File: config.mk
export PLATFORM = sky130hd
export DESIGN_NAME = schp_top
export DESIGN_NICKNAME = d
export VERILOG_FILES = /design/src/schp_pkg.sv /design/src/schp_top.sv
export VERILOG_INCLUDE_DIRS = /design/src
export SDC_FILE = /design/constraint.sdc
export NUM_CORES = 1
export LEC_CHECK = 0
export ABC_AREA = 0
export BUFFER_PORTS_ARGS = -buffer_cell sky130_fd_sc_hd__buf_4
export CORE_ASPECT_RATIO = 1.75
export CORE_MARGIN = 2
export CORE_UTILIZATION = 40
export DETAILED_ROUTE_END_ITERATION = 7
export HOLD_SLACK_MARGIN = 0.03
export PLACE_DENSITY = 0.55
export SYNTH_ARGS = -nofsm -noshare
export SYNTH_HDL_FRONTEND = slang
export SYNTH_SLANG_ARGS = --single-unit
export TNS_END_PERCENT = 20
File: constraint.sdc
create_clock -name clk_in -period 4.12 [get_ports clk_in]
set_clock_uncertainty 0.15 [all_clocks]
set_input_delay 0.412 -clock clk_in [delete_from_list [all_inputs] [get_ports clk_in]]
set_output_delay 0.412 -clock clk_in [all_outputs]
set_load 0.01 [all_outputs]
File: src/schp_regs.svh
// Register codes, field positions, reset values and timing counts for the host port
`ifndef SCHP_REGS_SVH
`define SCHP_REGS_SVH
// APB byte addresses (one word each)
`define SCHP_ADDR_BUS      12'h000
`define SCHP_ADDR_RDATA    12'h004
`define SCHP_ADDR_STATUS   12'h008
`define SCHP_ADDR_EVENT    12'h00C
`define SCHP_ADDR_VECTOR   12'h010
// Register codes
`define SCHP_REG_FLAG      4'h7
`define SCHP_REG_VECTOR    4'h2
`define SCHP_REG_MASTER    4'h9
`define SCHP_REG_IRQDMA    4'h1
`define SCHP_REG_EXT       4'hF
// Field positions
`define SCHP_EXT_ENH_BIT   0
`define SCHP_EXT_FIFO_BIT  2
`define SCHP_WREQ_FUNC_BIT 6
`define SCHP_WREQ_EN_BIT   7
`define SCHP_WREQ_RX_BIT   5
`define SCHP_DREQ_BIT      4
// Reset values
`define SCHP_EXT_RESET     8'h00
// Frame status FIFO geometry
`define SCHP_FIFO_DEPTH    10
`define SCHP_CNT_W         14
// Recovery spacing 3.5 peripheral clocks, rounded up to cycles
`define SCHP_RECOVERY_HALF_PCLK 7
`define SCHP_RECOVERY_CYC  ((`SCHP_RECOVERY_HALF_PCLK + 1) / 2)
`endif

File: src/schp_pkg.sv
// Types shared by the host port design
`include "schp_regs.svh"
package schp_pkg;
  typedef struct packed {
    logic [`SCHP_CNT_W-1:0] count;
    logic [4:0]             status;
  } schp_entry_type;
  typedef enum logic [1:0] {
    SCHP_IDLE  = 2'b00,
    SCHP_FIRST = 2'b01,
    SCHP_REC   = 2'b10
  } schp_phase_type;
  typedef struct packed {
    logic       write;
    logic       chan_a;
    logic       data_sel;
    logic       ack;
    logic [7:0] wdata;
  } schp_req_type;
endpackage

File: src/schp_top.sv
// Host bus port with indirect register access and per channel frame status FIFO
//
// The placing of the registers and the APB slave port were chosen for this implementation.
`timescale 1ns/100ps
`include "schp_regs.svh"
// Operation
// - Stall line acts as wait or request
// - Separate transmit request enables full duplex DMA
// - Pointer low five bits clear after access
// - Channel select high means A, low B
// - Data select reaches data register directly
// - Point high code selects registers 8-15
// - FIFO off: positions 4-7 mirror 0-3
// - Read effective only with chip select
// - Write data captured at strobe rise
// - Acknowledge places vector, sets service latch
// - Vector read raw on A, modified B
// - Vector and master control shared registers
// - Enhancement bit redirects flag writes
// - FIFO mode: positions 6,7 read FIFO
// - Ten by nineteen FIFO, 14-bit counter
// - Closing flag pushes count and status
// - CRC checker reset at frame end
// - Ten frames stored before overrun
// - FIFO mode: end of frame never locks
// - FIFO active only enabled and SDLC
// - Reset clears FIFO enable
// - Readback bit 2 shows FIFO enable
// - End of frame bit reads one while the FIFO holds an entry
// - Status read pops, no underflow
// - Overflow flag until enable toggled
module schp_top (
  input  wire logic        clk_in,
  input  wire logic        rst_n_in,
  input  wire logic        psel_in,
  input  wire logic        penable_in,
  input  wire logic        pwrite_in,
  input  wire logic [11:0] paddr_in,
  input  wire logic [31:0] pwdata_in,
  input  wire logic [1:0]  sdlc_mode_in,
  input  wire logic [1:0]  rx_byte_in,
  input  wire logic [1:0]  frame_end_in,
  input  wire logic [9:0]  frame_status_in,
  input  wire logic [1:0]  rx_ready_in,
  input  wire logic [1:0]  tx_ready_in,
  input  wire logic        irq_pending_in,
  input  wire logic        daisy_in,
  output logic [31:0]      prdata_out,
  output logic             pready_out,
  output logic             pslverr_out,
  output logic [1:0]       wait_req_n_out,
  output logic [1:0]       tx_req_n_out,
  output logic [1:0]       crc_reset_out,
  output logic [1:0]       rx_lock_out,
  output logic             under_service_latch_out
);
  // Registered state of the block, apart from the FIFO memory
  typedef struct packed {
    logic [7:0]                   pointer_command_reg;
    logic [1:0][7:0]              irq_dma_ctrl_reg;
    logic [7:0]                   vector_reg;
    logic [7:0]                   master_irq_ctrl_reg;
    logic [1:0][7:0]              ext_status_ctrl_reg;
    logic [1:0][7:0]              sdlc_enh_reg;
    logic [1:0][7:0]              flag_reg;
    logic [1:0][7:0]              data_reg;
    logic [1:0][`SCHP_CNT_W-1:0]  byte_cnt;
    logic [1:0][3:0]              wr_ptr;
    logic [1:0][3:0]              rd_ptr;
    logic [1:0][3:0]              fill;
    logic [1:0]                   overflow;
    logic [1:0]                   stat_locked;
    logic [1:0]                   eof_lock;
    logic [1:0][1:0]              rx_sync;
    logic [1:0]                   rx_seen;
    schp_pkg::schp_phase_type     phase;
    logic [2:0]                   rec_cnt;
    logic                         under_service;
    logic [31:0]                  prdata;
    logic                         pready;
    logic                         pslverr;
    logic [1:0]                   wait_req_n;
    logic [1:0]                   tx_req_n;
    logic [1:0]                   crc_reset;
  } schp_state_type;

  schp_state_type state;       // Current state
  schp_state_type next_state;  // Next state
  schp_pkg::schp_entry_type fifo_mem [2][`SCHP_FIFO_DEPTH];  // Frame status storage
  schp_pkg::schp_req_type   req;   // Decoded request fields
  logic                     fifo_on [2];  // FIFO mode active per channel
  logic                     access;       // APB access phase
  logic [3:0]               reg_code;     // Indirect register code

  // Request carrier from the bus word
  assign req = '{write: paddr_in == `SCHP_ADDR_BUS && pwrite_in, chan_a: pwdata_in[8],
                 data_sel: pwdata_in[9], ack: pwdata_in[10], wdata: pwdata_in[7:0]};
  assign access = psel_in && penable_in && !state.pready;
  // Point high only when bit 3 set and bits 5,6 clear
  assign reg_code = {state.pointer_command_reg[3] && state.pointer_command_reg[6:5] == 2'b00,
                     state.pointer_command_reg[2:0]};

  // FIFO memory is written per channel on frame end
  for (genvar c = 0; c < 2; c++) begin : g_fifo
    assign fifo_on[c] = state.ext_status_ctrl_reg[c][`SCHP_EXT_FIFO_BIT] && sdlc_mode_in[c];
    always_ff @(posedge clk_in) begin
      if (fifo_on[c] && frame_end_in[c] && state.fill[c] != 4'(`SCHP_FIFO_DEPTH)) begin
        fifo_mem[c][state.wr_ptr[c]] <= '{count: state.byte_cnt[c], status: frame_status_in[c*5 +: 5]};
      end
    end
  end

  // Read mux for one indirect read; channel index 1 is A
  function automatic logic [7:0] schp_read(input int ch, input logic [3:0] code, input logic ack_cyc);
    logic [7:0] v;
    logic       fe;
    schp_pkg::schp_entry_type e;
    v = 8'h00;
    fe = fifo_on[ch] && state.fill[ch] != 4'h0;
    e = fifo_mem[ch][state.rd_ptr[ch]];
    case (code)
      4'h0, 4'h4: v = {5'h00, tx_ready_in[ch], 1'b0, rx_ready_in[ch]};
      4'h1, 4'h5: v = fe ? {1'b1, 1'b0, 1'b0, e.status[4:3], e.status[2:0]}
                          : {1'b0, 6'h00, 1'b1};
      4'h2: v = (ch == 1) ? state.vector_reg : {state.vector_reg[7:4], irq_pending_in, state.vector_reg[2:0]};
      // Without the FIFO this position mirrors the vector read, status included on B
      4'h6: v = fifo_on[ch] ? e.count[7:0] :
                ((ch == 1) ? state.vector_reg : {state.vector_reg[7:4], irq_pending_in, state.vector_reg[2:0]});
      4'h7: v = fifo_on[ch] ? {state.overflow[ch], fe, e.count[13:8]} : 8'h00;
      4'h8: v = state.data_reg[ch];
      4'hB, 4'hF: v = state.ext_status_ctrl_reg[ch];
      4'hA, 4'hE: v = state.flag_reg[ch];
      default: v = 8'h00;
    endcase
    return ack_cyc ? state.vector_reg : v;
  endfunction

  // Next-state logic
  always_comb begin
    int ch;
    logic [3:0] code;
    logic pop;
    next_state = state;
    ch = req.chan_a ? 1 : 0;
    code = req.data_sel ? 4'h8 : reg_code;
    pop = 1'b0;
    next_state.pready = 1'b0;
    next_state.pslverr = 1'b0;
    next_state.crc_reset = 2'b00;
    if (state.phase == schp_pkg::SCHP_REC) begin
      next_state.rec_cnt = state.rec_cnt - 3'd1;
      if (state.rec_cnt == 3'd1) next_state.phase = schp_pkg::SCHP_IDLE;
    end
    // Bus access: strobe only effective while selected
    if (access && psel_in) begin
      next_state.pready = 1'b1;
      next_state.prdata = 32'h0000_0000;
      if (paddr_in != `SCHP_ADDR_BUS) begin
        next_state.pslverr = 1'b1;
      end else if (req.ack && !pwrite_in) begin
        if (irq_pending_in && daisy_in) begin
          next_state.prdata = {24'h00_0000, state.vector_reg};
          next_state.under_service = 1'b1;
        end
      end else if (pwrite_in) begin
        if (req.data_sel) next_state.data_reg[ch] = req.wdata;
        else if (code == 4'h0) next_state.pointer_command_reg = req.wdata;
        else begin
          case (code)
            `SCHP_REG_IRQDMA: next_state.irq_dma_ctrl_reg[ch] = req.wdata;
            `SCHP_REG_VECTOR: next_state.vector_reg = req.wdata;
            `SCHP_REG_MASTER: next_state.master_irq_ctrl_reg = req.wdata;
            `SCHP_REG_EXT: next_state.ext_status_ctrl_reg[ch] = req.wdata;
            `SCHP_REG_FLAG: begin
              if (state.ext_status_ctrl_reg[ch][`SCHP_EXT_ENH_BIT]) next_state.sdlc_enh_reg[ch] = req.wdata;
              else next_state.flag_reg[ch] = req.wdata;
            end
            default: ;
          endcase
        end
      end else begin
        next_state.prdata = {24'h00_0000, schp_read(ch, code, 1'b0)};
        if (code == 4'h1 && fifo_on[ch]) pop = state.fill[ch] != 4'h0 && !state.stat_locked[ch];
        if (code == 4'h7) next_state.stat_locked[ch] = 1'b0;
      end
      if (!req.data_sel && state.pointer_command_reg[4:0] != 5'h00 && paddr_in == `SCHP_ADDR_BUS)
        next_state.pointer_command_reg[4:0] = 5'h00;
      next_state.phase = schp_pkg::SCHP_REC;
      next_state.rec_cnt = 3'(`SCHP_RECOVERY_CYC);
    end
    // Per channel FIFO and stall line upkeep
    for (int c = 0; c < 2; c++) begin
      next_state.rx_sync[c] = {state.rx_sync[c][0], rx_byte_in[c]};
      next_state.rx_seen[c] = state.rx_sync[c][1];
      if (!fifo_on[c]) begin
        next_state.wr_ptr[c] = 4'h0;
        next_state.rd_ptr[c] = 4'h0;
        next_state.fill[c] = 4'h0;
        next_state.byte_cnt[c] = '0;
        if (!state.ext_status_ctrl_reg[c][`SCHP_EXT_FIFO_BIT]) next_state.overflow[c] = 1'b0;
      end else begin
        if (state.rx_sync[c][1] && !state.rx_seen[c]) next_state.byte_cnt[c] = state.byte_cnt[c] + 1'b1;
        if (frame_end_in[c]) begin
          next_state.byte_cnt[c] = '0;
          if (state.fill[c] == 4'(`SCHP_FIFO_DEPTH)) next_state.overflow[c] = 1'b1;
          else begin
            next_state.wr_ptr[c] = (state.wr_ptr[c] == 4'(`SCHP_FIFO_DEPTH - 1)) ? 4'h0 : state.wr_ptr[c] + 4'h1;
            next_state.fill[c] = next_state.fill[c] + 4'h1;
          end
        end
        if (pop && ch == c) begin
          next_state.rd_ptr[c] = (state.rd_ptr[c] == 4'(`SCHP_FIFO_DEPTH - 1)) ? 4'h0 : state.rd_ptr[c] + 4'h1;
          next_state.fill[c] = next_state.fill[c] - 4'h1;
          next_state.stat_locked[c] = next_state.fill[c] == 4'h0;
        end
      end
      if (frame_end_in[c]) next_state.crc_reset[c] = 1'b1;
      // End of frame locks data FIFO only in legacy special modes
      next_state.eof_lock[c] = !fifo_on[c] && frame_end_in[c] && state.irq_dma_ctrl_reg[c][4:3] != 2'b10
                               && state.irq_dma_ctrl_reg[c][4:3] != 2'b00 ? 1'b1 :
                               (fifo_on[c] ? 1'b0 : state.eof_lock[c]);
      // Wait mode asserts when not ready, request mode when ready
      if (!state.irq_dma_ctrl_reg[c][`SCHP_WREQ_EN_BIT]) next_state.wait_req_n[c] = 1'b1;
      else if (state.irq_dma_ctrl_reg[c][`SCHP_WREQ_FUNC_BIT])
        next_state.wait_req_n[c] = !(state.irq_dma_ctrl_reg[c][`SCHP_WREQ_RX_BIT] ? rx_ready_in[c] : tx_ready_in[c]);
      else
        next_state.wait_req_n[c] = state.irq_dma_ctrl_reg[c][`SCHP_WREQ_RX_BIT] ? rx_ready_in[c] : tx_ready_in[c];
      next_state.tx_req_n[c] = !(state.sdlc_enh_reg[c][`SCHP_DREQ_BIT] && tx_ready_in[c]);
    end
    if (!irq_pending_in) next_state.under_service = 1'b0;
  end

  // State register with synchronous reset
  always_ff @(posedge clk_in) begin
    if (!rst_n_in) begin
      state <= '0;
      state.wait_req_n <= 2'b11;
      state.tx_req_n <= 2'b11;
    end else begin
      state <= next_state;
    end
  end

  assign prdata_out = state.prdata;
  assign pready_out = state.pready;
  assign pslverr_out = state.pslverr;
  assign wait_req_n_out = state.wait_req_n;
  assign tx_req_n_out = state.tx_req_n;
  assign crc_reset_out = state.crc_reset;
  assign rx_lock_out = state.eof_lock;
  assign under_service_latch_out = state.under_service;

  // Checks on the port behaviour
  a_ptr_clear: assert property (@(posedge clk_in) disable iff (!rst_n_in)
    access && !req.data_sel && !pwrite_in && paddr_in == `SCHP_ADDR_BUS
    |=> state.pointer_command_reg[4:0] == 5'h00) else $error("pointer not cleared");
  a_fifo_reset: assert property (@(posedge clk_in) disable iff (!rst_n_in)
    !fifo_on[0] |=> state.fill[0] == 4'h0) else $error("fifo not reset");
  a_fill_bound: assert property (@(posedge clk_in) disable iff (!rst_n_in)
    state.fill[1] <= 4'd10) else $error("fifo overfill");
  a_crc_reset: assert property (@(posedge clk_in) disable iff (!rst_n_in)
    frame_end_in[1] |=> crc_reset_out[1]) else $error("crc not reset");
  a_ovf_hold: assert property (@(posedge clk_in) disable iff (!rst_n_in)
    state.overflow[0] && fifo_on[0] |=> state.overflow[0]) else $error("overflow lost");
  a_ready_once: assert property (@(posedge clk_in) disable iff (!rst_n_in)
    pready_out |=> !pready_out) else $error("ready stuck");
  a_iack_latch: assert property (@(posedge clk_in) disable iff (!rst_n_in)
    access && req.ack && !pwrite_in && irq_pending_in && daisy_in && paddr_in == 12'h000
    |=> under_service_latch_out) else $error("service latch not set");
  a_lock_off: assert property (@(posedge clk_in) disable iff (!rst_n_in)
    fifo_on[0] |=> !rx_lock_out[0]) else $error("lock in fifo mode");
  c_pop: cover property (@(posedge clk_in) state.fill[0] == 4'h1 ##1 state.fill[0] == 4'h0);
  c_full: cover property (@(posedge clk_in) state.fill[1] == 4'd10);
  c_ack: cover property (@(posedge clk_in) under_service_latch_out);
endmodule

Yosys cells after proc, flatten, opt, wreduce, memory -nomap -nowiden
Memories as Yosys holds them, arrays and structs flattened.
Cells that the tools add are included.
{"block": "classes", "bitwise_logic": 16, "reduce_logical": 89, "muxes": 125, "n_eq_ne": 33, "order_cmp": 8, "n_addsub": 11}
{"operator": "two-way mux 190 bit", "n": 2}
{"operator": "two-way mux 101 bit", "n": 3}
{"operator": "demux 19 bit (select 4 bit)", "n": 2}
{"operator": "two-way mux 8 bit", "n": 16}
{"operator": "two-way mux 85 bit", "n": 1}
{"operator": "bitwise mux 16 bit", "n": 5}
{"operator": "two-way mux 16 bit", "n": 5}
{"operator": "two-way mux 4 bit", "n": 20}
{"operator": "two-way mux 80 bit", "n": 1}
{"operator": "binary-select mux 19 bit (select 4 bit)", "n": 1}
{"operator": "two-way mux 19 bit", "n": 4}
{"operator": "two-way mux 33 bit", "n": 2}
{"operator": "two-way mux 32 bit", "n": 2}
{"operator": "case mux 8 bit (8 select lines)", "n": 1}
{"operator": "equality test 4 bit (second input constant)", "n": 12}
{"operator": "two-way mux 1 bit", "n": 48}
{"operator": "two-way mux 40 bit", "n": 1}
{"operator": "greater-or-equal comparator 32 x 2 -> 1 bit (second input constant)", "n": 1}
{"operator": "logical AND 1 bit", "n": 32}
{"operator": "zero test 32 bit", "n": 1}
{"operator": "inverter 1 -> 32 bit", "n": 1}
{"operator": "adder 14 x 1 -> 14 bit (second input constant)", "n": 2}
{"operator": "AND reduction 7 bit", "n": 4}
{"operator": "adder 4 x 1 -> 4 bit (second input constant)", "n": 6}
{"operator": "38 further kinds", "n": 109}
{"block": "totals", "ram_bits": 380, "wordCells": 324, "in_bits": 71, "output_inout_bits": 43, "reg_bits": 212, "memories": 1}
{"name": "fifo_mem", "depth": 2, "width": 190, "read_ports": 1, "rd_ports_with_merged_regs": 0, "write_ports": 2, "line": "schp_top.sv:89", "rtl": "schp_pkg::schp_entry_type fifo_mem [2][`SCHP_FIFO_DEPTH];"}

Logic depth before layout (Yosys ltp)
Gate-level depths: netlist of the first run.
{"block": "depth", "word_depth": 14, "depth_mapped": 12}

Least setup slack after synthesis of the first run
Ideal clock, no wire load.
{"block": "synth_path", "kind": "input port to flip-flop", "from": "in frame_end_in[0]", "to": "mem fifo_mem[0][100] (netlist name) (enable)", "n_path_buf": 1, "setup_time_ns": 0.419, "stages": 5, "t_required_ns": 3.551, "slack_ns": 1.018, "arrival_ns": 2.533, "path_cell_list": "clkbuf_1 -> o21ai_1 -> nor2_1 -> nand3b_1 -> nor3_1"}
{"item": "from (decl)", "line": "schp_top.sv:42", "rtl": "input wire logic [1:0] frame_end_in,"}
{"item": "to (decl)", "line": "schp_top.sv:89"}

Final worst setup path of the first run
{"block": "layout_path", "from": "reg state[66] (netlist name)", "to": "reg state (netlist bit prdata_out[4])"}
{"block": "layout_via", "elab_chain_cells": 12}
{"item": "from (decl)", "line": "schp_top.sv:87", "rtl": "schp_state_type state;"}
{"item": "from (signal assigned)", "line": "schp_top.sv:240", "rtl": "state <= next_state;"}
{"item": "two-way mux 4 bit (implied by the code) * (3 in a row)", "line": "schp_top.sv:120", "rtl": "e = fifo_mem[ch][state.rd_ptr[ch]];"}
{"item": "inverter 4 -> 5 bit (implied by the code) *", "line": "schp_top.sv:120"}
{"item": "binary-select mux 19 bit (select 4 bit) *", "line": "schp_top.sv:120"}
{"item": "two-way mux 19 bit (implied by the code) * (2 in a row)", "line": "schp_top.sv:120"}
{"item": "two-way mux 8 bit, on equally long branches", "line": "schp_top.sv:129, schp_top.sv:123, schp_top.sv:127"}
{"item": "case mux 8 bit (8 select lines) *", "line": "schp_top.sv:121", "rtl": "case (code)"}
{"item": "two-way mux 8 bit *", "line": "schp_top.sv:165", "rtl": "end else if (pwrite_in) begin"}
{"item": "two-way mux 32 bit *", "line": "schp_top.sv:160", "rtl": "end else if (req.ack && !pwrite_in) begin"}
{"item": "two-way mux 33 bit *", "line": "schp_top.sv:158", "rtl": "if (paddr_in != `SCHP_ADDR_BUS) begin"}
Mark *: on every way between the ends. The rest lies on a longest branch, timed or not. The select of a mux whose other input is x is not followed.
A chain may end at the register's enable or synchronous reset.

==> results of run 1 <==
==> power by group through the flow <==
stage               Combinational, uW  Clock, uW  Sequential (uW)
finish                            285       4690             5690
global route                      303       4940             5690
CTS                               285       4770             5690
detailed placement                262          0             5810
global placement                  259          0             5810
floorplan                         156          0             5810
==> worst register-to-register path, cell delays in order, from the launching register on <==
cell and delay, ns:
dfxtp_2 0.71, mux2_4 0.71, buf_12 0.29, mux2i_1 0.31
o22ai_1 0.12, nor3_1 0.31, nor4_1 0.11, buf_4 0.15
nor4_1 0.25, a21oi_1 0.10
==> cell usage in the layout (no fill, tap or decap), types with 12 or more instances in the layout <==
cell type / synthesis / routed
edfxtp_1: 380 / 380
mux2_2: 20 / 19
mux4_2: 46 / 46
a22oi_1: 12 / 12
and2_1: 15 / 15
conb_1: 1 / 24
a31oi_1: 13 / 13
dfxtp_1: 154 / 152
a211oi_1: 28 / 28
o22ai_1: 12 / 12
dlygate4sd3_1: 0 / 30
nor2b_1: 28 / 28
nor3_1: 29 / 23
xor2_1: 29 / 29
nor4_1: 15 / 15
nand3_1: 52 / 52
a21oi_1: 92 / 92
nand4_1: 21 / 21
o21ai_0: 42 / 42
or3_1: 15 / 15
mux2i_1: 89 / 88
nand2_1: 194 / 194
and3_1: 12 / 12
nor2_1: 150 / 136
nor2_2: 2 / 14
clkbuf_16: 0 / 53
buf_4: 48 / 112
==> final timing paths <==
check / to / start / slack [ns]
worst max-delay path: prdata_out[4]$_SDFFE_PN0P_ / state[66]$_SDFFE_PN0N_ / 0.81
worst min register to register: wait_req_n_out[0]$_SDFF_PN1_ / flip-flop / 0.24
worst max register to register: prdata_out[4]$_SDFFE_PN0P_ / state[66]$_SDFFE_PN0N_ / 0.81
worst min-delay path: wait_req_n_out[0]$_SDFF_PN1_ / rx_ready_in[0] / 0.09
==> cells by family after synthesis <==
logic type	share of synthesized area (%)
adder cells (fa/ha/maj)	0.558
flip-flops	64.6
AND/OR/NAND/NOR	12.4
AO/OA/AOI/OAI	7.44
buffers and inverters	3.69
XOR/XNOR	1.48
multiplexers	9.73
other	0.0167
==> stage by stage <==
step / util [%] / total power, uW / cell area [sq um] / hold WS, ns
5_1_grt: 46.2 / 10900 / 25600 / 0.0936
3_5_place_dp: 42.7 / 6070 / 23600 / 0.233
3_3_place_gp: 42.7 / 6070 / 23600 / 0.226
6_report: 46.2 / 10700 / 25600 / 0.0899
2_1_floorplan: - / 5970 / 22500 / 0.214
4_1_cts: 46.2 / 10700 / 25600 / 0.0789
==> what timing repair did <==
item                                   4_1_cts  5_1_grt
endpoints found under the hold margin      146        0
gates resized for setup                      0        0
hold buffers                                30        0
==> area by class of cell <==
type | instances | share of cell area [%]
Sequential cell | 534 | 56.7
Timing Repair Buffer | 146 | 4.78
Clock buffer | 67 | 5.63
Tap cell | 696 | 3.41
Clock inverter | 24 | 0.818
Multi-Input combinational cell | 1068 | 28.5
Inverter | 12 | 0.176
==> routing by layer <==
metal,vias to the layer above,track usage [%],share of wire [%]
met1,7439,23.8,34
met3,232,2.65,4.2
met2,559,44.0,52
met5,-,0,0
li1,6559,-,-
met4,0,21.1,10
==> run metrics, run 1 <==
Max Buffers Root-to-Sink=3; PwrDens=between 400 and 500 nW/um^2; WL/cell=~27 um; vias per cell=approximately 5.8; shortest period the worst path allows=about 3.3 ns; Initial Util=about two fifths; clock transition at the registers of the reported paths=0.06 ns; fin nets=roughly 1900; YS warnings=0; final setup margin=a little over 0.8 ns; IO Count=between 100 and 150; multi-input logic area=between 7000 and 8000 sq um; largest net degree at the start of global routing=78; placed cell count=~2400; Cell variety after synth=76; nature of the critical path endpoint=flip-flop; CORE AREA=approximately 55000 sq um; max-capacitance violation count=0; CP dominant cell by count=nor4_1; fin cells=around 2500; Buf+Inv Stages, Crit Path=2; Cells after Synth=1732; RSZ-0062 raised after global routing=false; total congestion overflow=0; layout cells sized above 1=16.2%; Seq pwr share=between 50 and 60%; startpoint types=flip-flop; vias=14789; Max-Slew Margin vs Limit=roughly a quarter; GPL Wtd Cong=approximately 0.92; status=finished clean; delay-heaviest family, CP=multiplexers; ant diodes=0; CTS tree=done; Hold/Removal Path Class=in2reg; clock power share=a little over two fifths; fill cell count=between 4000 and 5000; worst hold stages=4; vias in the first global route=about 15000; Total Routed Length=between 60 and 70 mm; drt pass-1 iters=5; Critical Path RT=between 4 and 5 ns; Setup TNS=0 ns; setup violators final=0; Net Switching=2230 uW; Fmax=303 MHz; CTS Sinks=between 500 and 600; hpwl dp=47.8 mm; Final Cycle Share=80.2%; synth-to-layout area growth=14.0%; Worst path max stage delay=~0.7 ns; die width=183 um; asr flop ratio synth=0%; combinational share of power=2.7%; FF+latch count, synth=between 500 and 600; first-pass GRT wire length=just under 100 mm; Seq/Total Area, Yosys=around 65%; chip height=317 um; Pleak=0.00913 uW; CP Cell Sequence=mux2_4 -> buf_12 -> mux2i_1 -> o22ai_1 -> nor3_1 -> nor4_1 -> buf_4 -> nor4_1 -> a21oi_1; Primary FF master, synth=edfxtp_1; Synth area leaders=edfxtp_1 (51%), dfxtp_1 (14%), mux4_2 (4.6%); Mapped Avg Cell Area=12.9 sq um; Synth area leader=edfxtp_1; clock root cell=clkbuf_16; cts bufs inserted=between 40 and 50; Post-CTS Setup Inserts=0; DR iter-0 viols=roughly 1100; Cell Int Power=approximately 8400 uW; Rows=~110; Port Buf Inserts=68; FF-to-FF path depth=9; initial antenna violation count=0; Slew @ Worst Pin=between 1 and 1.5 ns; clock latency on the worst-skew pair=about 0.6 ns; Stages on worst setup path=9; count leader, synth=edfxtp_1; Max stage delay cell, worst path=dfxtp_2; Setup CP Type=reg2reg; crit path max fanout=36; total die area=between 50000 and 60000 sq um; Critical Path AT=approximately 3.6 ns; synthesized cell area=approximately 22000 sq um; Peak supply drop=0.318 mV; H-tree levels=2; DRC errors left=0; Worst Setup Slack post-DPL=around 0.76 ns; Final Hold Viols=0; most frequent cells after synthesis=edfxtp_1 (380), nand2_1 (194), dfxtp_1 (154), nor2_1 (150), a21oi_1 (92); GRT Resource Usage Total=between 20% and 30%; top cell type's share of synthesized area=50.9%; switching share of power=a little over a fifth; Detail Route Antenna Nets=0; number of flops mapped to enable cells by yosys=380; Reg area=14500 sq um; max-slew violations=0
Power figures use the tool's default switching activity.
==> inputs of run 2 (changes only) <==
--- a/config.mk
+++ b/config.mk
@@ -13,7 +13,7 @@
 export CORE_UTILIZATION = 40
 export DETAILED_ROUTE_END_ITERATION = 7
 export HOLD_SLACK_MARGIN = 0.03
-export PLACE_DENSITY = 0.55
+export PLACE_DENSITY = 0.57
 export SYNTH_ARGS = -nofsm -noshare
 export SYNTH_HDL_FRONTEND = slang
 export SYNTH_SLANG_ARGS = --single-unit
==> constraint.sdc (replaced) <==
create_clock -name clk_in -period 2.9 [get_ports clk_in]
set_clock_uncertainty 0.15 [all_clocks]
set_input_delay 0.29 -clock clk_in [delete_from_list [all_inputs] [get_ports clk_in]]
set_output_delay 0.29 -clock clk_in [all_outputs]
set_load 0.01 [all_outputs]
==> run 2 against run 1 <==
Effect of this change:
- largest cell class unchanged
- worst hold slack worse by 0.027 ns
- sequential share of layout area down 1.5 points
- non-clock buffer count up 86
- largest power group unchanged
- sequential cell count unchanged
- first-iteration DRC count up 12%
- highest routed layer unchanged
- design area up 2.8%
==> run metrics, run 2 (synthesis gave the netlist of run 1 again) <==
Detail Route Antenna Nets=0; total congestion overflow=0; Fmax=383 MHz; most common cell after layout, fill and taps aside=edfxtp_1; drt pass-1 iters=5; largest net degree at the start of global routing=36; Rows=114; vias in the first global route=about 15000; highest-count cells in the layout ignoring fill and taps=edfxtp_1 (380), nand2_1 (194), buf_4 (179), dfxtp_1 (152), nor2_1 (136); DR iter-0 viols=~1200; chip height=~320 um; vias=between 10000 and 15000; nature of the critical path endpoint=flip-flop; startpoint types=flip-flop; DRC errors left=0; PwrDens=570 nW/um^2; Max-Slew Margin vs Limit=between 40% and 50%; Peak supply drop=between 0.4 and 0.5 mV; cts bufs inserted=47; Critical Path RT=3.22 ns; CTS Sinks=534; switching share of power=between 20% and 30%; clock power share=43.0%; fill cell count=between 4000 and 5000; Cell Int Power=roughly 12000 uW; total die area=a little under 60000 sq um; post-placement cell area=around 24000 sq um; Max Buffers Root-to-Sink=3; shortest period the worst path allows=~2.6 ns; fin nets=a little under 2000; die width=between 150 and 200 um; design area=26300 sq um; Final Hold Viols=0; clock transition at the registers of the reported paths=~0.070 ns; GRT Resource Usage Total=24.2%; first-pass GRT wire length=about 100 mm; Worst Setup Slack post-DPL=a little under 0.05 ns; RSZ-0062 raised after global routing=false; worst hold stages=5; vias per cell=5.70; CTS tree=done; Slew @ Worst Pin=approximately 0.75 ns; GPL Wtd Cong=roughly 1.0; FF-to-FF path depth=9; Port Buf Inserts=68; max-slew violations=0; crit path max fanout=21; r2r setup slk=about 0.29 ns; Hold/Removal Path Class=in2reg; Seq pwr share=54.0%; setup violators final=0; combinational share of power=under 10%; hpwl dp=roughly 50 mm; Pleak=between 0.009 and 0.01 uW; Reg area=~14000 sq um; initial antenna violation count=1; final setup margin=between 0.2 and 0.3 ns; Final Cycle Share=between 80 and 90%; WL/cell=approximately 26 um; IO Count=between 100 and 150; clock latency on the worst-skew pair=between 0.5 and 0.6 ns; synth-to-layout area growth=17.2%; Total Routed Length=~69 mm; multi-input logic area=roughly 7300 sq um; layout cells sized above 1=about a fifth; status=finished clean; Post-CTS Setup Inserts=0; Net Switching=about 3100 uW; clock root cell=clkbuf_16; Initial Util=40.5%; CORE AREA=55300 sq um; H-tree levels=2; Setup CP Type=reg2reg; Critical Path AT=around 2.9 ns; max-capacitance violation count=0
-- run 2: worst paths after layout --
path,from,endpoint
worst max-delay path,state[70]$_SDFFE_PN0N_,prdata_out[3]$_SDFFE_PN0P_
worst min-delay path,pwrite_in,state[211]$_SDFFE_PN0P_
worst min register to register,flip-flop,wait_req_n_out[0]$_SDFF_PN1_
worst max register to register,state[70]$_SDFFE_PN0N_,prdata_out[3]$_SDFFE_PN0P_
-- run 2: cell type report --
type	count	area share (%)
diodes	1	0.00953
clock buffers	54	4.66
clock inverters	33	1.27
inverters	12	0.171
multi-input cells	1068	27.7
flip-flops and latches	534	55.2
well taps	696	3.32
repair buffers	232	7.67
-- run 2: power groups by stage --
stage	Combinational [uW]	Clock (uW)	Sequential (uW)
after global placement	392	0	8260
after CTS	433	6560	8090
final	436	6440	8090
after global routing	462	6810	8080
after floorplan	221	0	8260
after detailed placement	396	0	8260
-- run 2: metal layers --
metal | track usage (%) | routed length, um
met2 | 44.2 | 36200
met5 | 0 | 0
met4 | 22.0 | 7440
met1 | 23.6 | 22700
met3 | 3.03 | 2950
-- run 2: timing repair --
item	4_1_cts	5_1_grt
hold endpoints to repair	190	0
setup endpoints to repair	0	1
resized for setup	0	1
hold buffers	39	0
-- run 2: critical path, stage by stage (launching register included) --
cell and delay, ns:
dfxtp_2 0.47, mux2_4 0.29, buf_12 0.20, mux2i_1 0.22
o22ai_1 0.20, nor4_1 0.42, o32ai_1 0.13, buf_4 0.15
nor4_1 0.15, a21oi_1 0.10
-- run 2: through the flow --
stage	TNS, ns	std cells	utilization (%)	total power [uW]	hold WS [ns]
2_1_floorplan	-8.74	1755	-	8480	0.214
4_1_cts	0	2629	47.5	15100	0.0399
3_3_place_gp	0	2503	43.9	8650	0.223
3_5_place_dp	0	2503	43.9	8650	0.227
6_report	0	2630	47.5	15000	0.0633
5_1_grt	0	2629	47.5	15400	0.0907
